==> config.mk <==
export PLATFORM = sky130hd
export DESIGN_NAME = mpus_sequencer
export DESIGN_NICKNAME = d
export VERILOG_FILES = /design/src/hdl/mpus_pkg.sv /design/src/hdl/mpus_debounce.sv /design/src/hdl/mpus_sequencer.sv
export SDC_FILE = /design/constraint.sdc
export NUM_CORES = 1
export LEC_CHECK = 0
export CAP_MARGIN = 10
export CELL_PAD_IN_SITES_DETAIL_PLACEMENT = 1
export CELL_PAD_IN_SITES_GLOBAL_PLACEMENT = 1
export CORE_MARGIN = 1
export CORE_UTILIZATION = 54
export CTS_CLUSTER_DIAMETER = 200
export CTS_CLUSTER_SIZE = 16
export DETAILED_ROUTE_END_ITERATION = 12
export DONT_BUFFER_PORTS = 1
export GPL_TIMING_DRIVEN = 0
export PLACE_DENSITY_LB_ADDON = 0.05
export SLEW_MARGIN = 20
export SYNTH_ARGS = -nofsm -noshare
export SYNTH_HDL_FRONTEND = slang
export SYNTH_SLANG_ARGS = --single-unit
==> constraint.sdc <==
create_clock -name clk_sys -period 5.8 [get_ports clk_sys]
set_input_delay 0.87 -clock clk_sys [delete_from_list [all_inputs] [get_ports clk_sys]]
set_output_delay 0.87 -clock clk_sys [all_outputs]
set_load 0.05 [all_outputs]
==> src/hdl/mpus_pkg.sv <==
package mpus_pkg;

   // ****************************************************************
   // Clock
   // ****************************************************************
   localparam int CLK_FREQ_KHZ = 40000;

   // ****************************************************************
   // Timing, times in microseconds, counts in clk_sys cycles
   // ****************************************************************
   localparam int SETTLE_TIME_US = 10000;
   localparam int SETTLE_CYC = (SETTLE_TIME_US * CLK_FREQ_KHZ + 999) / 1000;
   localparam int DEBOUNCE_TIME_US = 20000;
   localparam int DEBOUNCE_CYC = (DEBOUNCE_TIME_US * CLK_FREQ_KHZ + 999) / 1000;
   localparam int RESET_HOLD_TIME_US = 1000;
   localparam int RESET_HOLD_CYC = (RESET_HOLD_TIME_US * CLK_FREQ_KHZ + 999) / 1000;
   localparam int TMR_W = 20;

   // ****************************************************************
   // Reset values and bit indices of the synchronisers
   // ****************************************************************
   localparam logic [2:0] SYNC_RST = 3'h6;
   localparam int SYNC_PWR = 0;
   localparam int SYNC_REQ = 1;
   localparam int SYNC_BTN = 2;

   // ****************************************************************
   // Sequencer states
   // ****************************************************************
   typedef enum logic [2:0] {
      ST_OFF,
      ST_OWN,
      ST_BTN,
      ST_CARR,
      ST_RUN,
      ST_SUSP,
      ST_RHOLD,
      ST_SOFF
   } mpus_state_e;

endpackage

==> src/hdl/mpus_debounce.sv <==
`timescale 1ns/100ps
module mpus_debounce
   import mpus_pkg::*;
#(
   parameter int COUNT = DEBOUNCE_CYC
) (
   input wire logic clk_sys,
   input wire logic rst_n,
   input wire logic din,
   output logic dout
);

   logic [TMR_W-1:0] cnt;

   // ****************************************************************
   // Output follows the input only after it stood stable COUNT cycles
   // ****************************************************************
   always_ff @(posedge clk_sys or negedge rst_n) begin
      if (!rst_n) begin
         cnt <= '0;
         dout <= 1'b1;
      end else if (din == dout) begin
         cnt <= '0;
      end else if (cnt >= TMR_W'(COUNT - 1)) begin
         cnt <= '0;
         dout <= din;
      end else begin
         cnt <= cnt + TMR_W'(1);
      end
   end

endmodule

==> src/hdl/mpus_sequencer.sv <==
// What this block does
// - Own power circuits stay off while the input power indication is low and come on only once it is high.
// - After own power is up, a power-button press is awaited when the carrier has a button.
// - Carrier power is enabled by raising the supply enable and the standby line together after the button step.
// - The reset output is released only after carrier power is on, as the last step of power-up.
// - A low input power indication means the input voltage is not ready or out of range.
// - The carrier supply enable is active high and is raised only with all own supplies good.
// - The standby output is active low and goes low on entry into suspend.
// - A low level on the open-drain reset request input resets the module.
// - The reset output stays low during the whole power-up sequence.
// - The open-drain power button input wakes from or shuts down into soft-off.
`timescale 1ns/100ps
module mpus_sequencer
   import mpus_pkg::*;
#(
   parameter int SETTLE_COUNT = SETTLE_CYC,
   parameter int DEBOUNCE_COUNT = DEBOUNCE_CYC,
   parameter int RESET_HOLD_COUNT = RESET_HOLD_CYC
) (
   input wire logic clk_sys,
   input wire logic rst_n,
   input wire logic input_power_bad_n,
   input wire logic reset_request_n,
   input wire logic power_button_input_n,
   input wire logic button_required,
   input wire logic own_supplies_good,
   input wire logic suspend_request,
   output logic own_supply_enable,
   output logic carrier_supply_enable,
   output logic carrier_standby_n,
   output logic reset_out_n,
   output logic power_button_event_n
);

   // ****************************************************************
   // Input synchronisers
   // ****************************************************************
   logic [2:0] sync_a;
   logic [2:0] sync_b;
   logic pwr_ok;
   logic rst_req_n;
   logic btn_db;
   logic btn_db_prev;
   logic btn_press;

   genvar gi;
   generate
      for (gi = 0; gi < 3; gi++) begin : g_sync
         always_ff @(posedge clk_sys or negedge rst_n) begin
            if (!rst_n) begin
               sync_a[gi] <= SYNC_RST[gi];
               sync_b[gi] <= SYNC_RST[gi];
            end else begin
               sync_a[gi] <= (gi == SYNC_PWR) ? input_power_bad_n :
                             (gi == SYNC_REQ) ? reset_request_n : power_button_input_n;
               sync_b[gi] <= sync_a[gi];
            end
         end
      end
   endgenerate

   assign pwr_ok = sync_b[SYNC_PWR];
   assign rst_req_n = sync_b[SYNC_REQ];

   // Button is filtered before any edge is taken from it
   mpus_debounce #(
      .COUNT(DEBOUNCE_COUNT)
   ) u_btn_debounce (
      .clk_sys(clk_sys),
      .rst_n(rst_n),
      .din(sync_b[SYNC_BTN]),
      .dout(btn_db)
   );

   always_ff @(posedge clk_sys or negedge rst_n) begin
      if (!rst_n) begin
         btn_db_prev <= 1'b1;
      end else begin
         btn_db_prev <= btn_db;
      end
   end

   assign btn_press = btn_db_prev & ~btn_db;

   // ****************************************************************
   // Sequencer
   // ****************************************************************
   mpus_state_e state;
   mpus_state_e next_state;
   logic [TMR_W-1:0] timer;
   logic timer_done;

   assign timer_done = (timer == '0);

   always_comb begin
      next_state = state;
      unique case (state)
         ST_OFF: begin
            next_state = ST_OWN;
         end
         ST_OWN: begin
            if (own_supplies_good) begin
               next_state = button_required ? ST_BTN : ST_CARR;
            end
         end
         ST_BTN: begin
            if (btn_press) begin
               next_state = ST_CARR;
            end
         end
         ST_CARR: begin
            if (timer_done) begin
               next_state = ST_RUN;
            end
         end
         ST_RUN: begin
            if (!rst_req_n) begin
               next_state = ST_RHOLD;
            end else if (btn_press) begin
               next_state = ST_SOFF;
            end else if (suspend_request) begin
               next_state = ST_SUSP;
            end
         end
         ST_SUSP: begin
            if (!rst_req_n) begin
               next_state = ST_RHOLD;
            end else if (btn_press || !suspend_request) begin
               next_state = ST_RUN;
            end
         end
         ST_RHOLD: begin
            if (timer_done && rst_req_n) begin
               next_state = ST_RUN;
            end
         end
         ST_SOFF: begin
            if (btn_press) begin
               next_state = ST_CARR;
            end
         end
      endcase
      // Loss of own supplies restarts from the own power step
      if (state != ST_OFF && state != ST_OWN && !own_supplies_good) begin
         next_state = ST_OWN;
      end
      // Bad input power overrides everything
      if (!pwr_ok) begin
         next_state = ST_OFF;
      end
   end

   always_ff @(posedge clk_sys or negedge rst_n) begin
      if (!rst_n) begin
         state <= ST_OFF;
      end else begin
         state <= next_state;
      end
   end

   // ****************************************************************
   // Settle and reset hold timer
   // ****************************************************************
   always_ff @(posedge clk_sys or negedge rst_n) begin
      if (!rst_n) begin
         timer <= '0;
      end else if (state != next_state) begin
         if (next_state == ST_CARR) begin
            timer <= TMR_W'(SETTLE_COUNT - 1);
         end else begin
            timer <= TMR_W'(RESET_HOLD_COUNT - 1);
         end
      end else if (!timer_done) begin
         timer <= timer - TMR_W'(1);
      end
   end

   // ****************************************************************
   // Output flops, decoded from the next state, the button event from btn_press
   // ****************************************************************
   always_ff @(posedge clk_sys or negedge rst_n) begin
      if (!rst_n) begin
         own_supply_enable <= 1'b0;
      end else begin
         own_supply_enable <= (next_state != ST_OFF);
      end
   end

   always_ff @(posedge clk_sys or negedge rst_n) begin
      if (!rst_n) begin
         carrier_supply_enable <= 1'b0;
         carrier_standby_n <= 1'b0;
      end else begin
         carrier_supply_enable <= (next_state == ST_CARR) || (next_state == ST_RUN) ||
                                  (next_state == ST_SUSP) || (next_state == ST_RHOLD);
         carrier_standby_n <= (next_state == ST_CARR) || (next_state == ST_RUN) ||
                              (next_state == ST_RHOLD);
      end
   end

   always_ff @(posedge clk_sys or negedge rst_n) begin
      if (!rst_n) begin
         reset_out_n <= 1'b0;
      end else begin
         reset_out_n <= (next_state == ST_RUN) || (next_state == ST_SUSP);
      end
   end

   always_ff @(posedge clk_sys or negedge rst_n) begin
      if (!rst_n) begin
         power_button_event_n <= 1'b1;
      end else begin
         power_button_event_n <= ~btn_press;
      end
   end
endmodule

==> reports/results.tsv <==
metric	value	unit
layout cells sized above 1	11.2	%
CTS resizes	0	
VDD IR max	118	uV
Iter 0 DRT Violations	88	
CP required	6.00	ns
die span in x	75.7	um
Fin Hold WS	0.231	ns
worst hold path class	in -> async	
post-CTS setup buffer count	0	
Slowest cell on crit path	dfrtp_1	
R2R depth	9	
#FFs+latches synth	56	
cells along the critical path	inv_1 -> ha_1 -> nor4b_1 -> nand4_1 -> buf_2 -> clkbuf_1 -> o211ai_1 -> xor2_1 -> nand2_1	
NetSw	0.000187	W
Post-DP HPWL	4700	um
power share of the combinational group	9.4	%
# Max-Cap Violations	0	
Sequential Power Share	59.6	%
vias per cell	6.00	
syn nets	297	
Setup CP Type	reg -> reg	
internal power	0.000514	W
RSZ-0062 raised after global routing	no	
top cells by area, synth	dfrtp_1 (42%), dfstp_2 (6.3%), xor2_1 (5.4%)	
Die H	75.7	um
status	complete, no violations	
maximum clock path buffer count	2	
final hold viol count	0	
ys flop type	dfrtp_1	
count of pins on the block boundary	13	
gpl congestion	0.829	
placed inst area	3020	um2
count of input and output buffers	0	
sequential area share after synthesis	48.1	%
Root Driver	clkbuf_8	
setup TNS	0	ns
PwrDens	226	nW/um2
DR vias	2190	
async set-reset flop share out of synthesis	100	%
Mapped Area	2930	um2
clock latency on the worst-skew pair	0.32	ns
post-synth cell types	58	
commonest cells after routing, fill and taps aside	dfrtp_1 (49), nor2_1 (33), nand2_1 (19)	
relative slew slack	60.2	%
delay-heaviest family, CP	buffers and inverters	
syn_area_per_cell	10.2	um2
Wirelength per Cell	17.9	um
gr usage total	25.5	%
core footprint	5170	um2
Yosys warnings	0	
FP Rows	26	
Final Slew Violations	0	
crit path time final	2.59	ns
drt drc	0	
Startpoint Class	flop	
CTS tree	built	
Setup Skew	0.00883	ns
CP bufs+invs	3	
Hold-fix buffers, CTS	0	
CTS buffer count	5	
initial antenna violation count	0	
Worst Tran Pin Value	0.592	ns
P_leak	1.29	nW
Clk pwr share	31.0	%
Synth top area share	41.8	%
post-route ant nets	0	
CP Max Fanout	10	
first-pass GRT wire length	10600	um
overall power	0.000701	W
largest stage delay on the critical path	0.39	ns
fmax	386	MHz
number of flops mapped to enable cells by yosys	0	
Synth area leader	dfrtp_1	
grt ovf	0	
First-pass DRT Iterations	4	
Routed WL	6540	um
period utilisation layout	44.7	%
largest net degree at the start of global routing	57	
vias in the first global route	2220	
commonest non-fill, non-tap cell in the layout	dfrtp_1	
Ant. Diodes	0	
Setup Viol. Count Final	0	
Critical Path Sink Type	flop	
Die Area	5730	um2
Worst EP arrival	2.79	ns
Layout area overhead	5.98	%
final instance area	3110	um2
cell count along the critical path	9	
clk slew on worst S/H paths	0.10	ns
Synth Instances	287	
initial core utilization	56.7	%
CTS sink cnt	56	
switching share of power	26.7	%
CTS H-tree lvls	2	
Final nets	304	
==> power groups by stage <==
| stage | Clock [W] | Sequential [W] | Combinational, W |
|---|---|---|---|
| final | 0.000217 | 0.000418 | 0.0000659 |
| after global routing | 0.000236 | 0.000421 | 0.0000726 |
| after CTS | 0.000221 | 0.000419 | 0.0000664 |
| after detailed placement | 0 | 0.000426 | 0.0000657 |
| after global placement | 0 | 0.000425 | 0.0000632 |
| after floorplan | 0 | 0.000422 | 0.0000512 |
==> final timing paths <==
kind	startpoint	endpoint	slack, ns
worst max register to register	timer[0]	timer[4]	3.21
worst min register to register	sync_a[2]	sync_b[2]	0.36
min in group clk_sys	sync_a[2]	sync_b[2]	0.36
max in group asynchronous	rst_n	sync_b[2]	5.37
worst max-delay path	timer[0]	timer[4]	3.21
worst min-delay path	rst_n	own_supply_enable	0.23
==> sequential cells by signal (all words and copies together), names as in the netlist <==
signal / count
own_supply_enable: 1
u_btn_debounce.cnt: 20
pwr_ok: 1
power_button_event_n: 1
sync_a: 3
rst_req_n: 1
carrier_supply_enable: 1
sync_b: 1
carrier_standby_n: 1
reset_out_n: 1
timer: 20
state: 3
u_btn_debounce.dout: 1
btn_db_prev: 1
==> cells in the mapped netlist (6+ instances only) <==
| master | n |
|---|---|
| o21ai_0 | 6 |
| o211ai_1 | 8 |
| nor2b_1 | 6 |
| nand3_1 | 8 |
| xnor2_1 | 14 |
| inv_1 | 10 |
| nand2_1 | 19 |
| nand4_1 | 6 |
| dfrtp_1 | 49 |
| and2_1 | 6 |
| xor2_1 | 18 |
| nor3_1 | 6 |
| nor2_1 | 33 |
| dfstp_2 | 7 |
==> per-stage QoR <==
step | std cells | setup WS [ns] | utilization [%]
2_1_floorplan | 287 | 3.53 | -
3_3_place_gp | 357 | 3.31 | 58.4
3_5_place_dp | 357 | 3.22 | 58.4
4_1_cts | 365 | 3.18 | 60.1
5_1_grt | 365 | 3.03 | 60.1
6_report | 365 | 3.21 | 60.1
==> layout make-up <==
| class | instances | area [um2] |
|---|---|---|
| Sequential cell | 56 | 1410 |
| Fill cell | 585 | 2070 |
| Multi-Input combinational cell | 209 | 1420 |
| Clock inverter | 3 | 18.8 |
| Inverter | 10 | 37.5 |
| Buffer | 12 | 62.6 |
| Tap cell | 70 | 87.6 |
| Clock buffer | 5 | 68.8 |
==> routing by layer <==
| layer | up-vias | part of all wire [%] | GRT usage (%) |
|---|---|---|---|
| li1 | 1040 | - | - |
| met1 | 1115 | 43 | 30.9 |
| met2 | 25 | 53 | 45.6 |
| met3 | 10 | 2.0 | 3.17 |
| met4 | 0 | 1.7 | 11.1 |
| met5 | - | 0 | 0 |
==> cell families after synthesis <==
family	share of synthesized area [%]
simple gates	23.1
flops	48.1
compound gates	12.1
xor+xnor	9.56
buf+inv	3.41
mux	2.86
fa+ha+maj	0.853
Power figures use the tool's default switching activity.
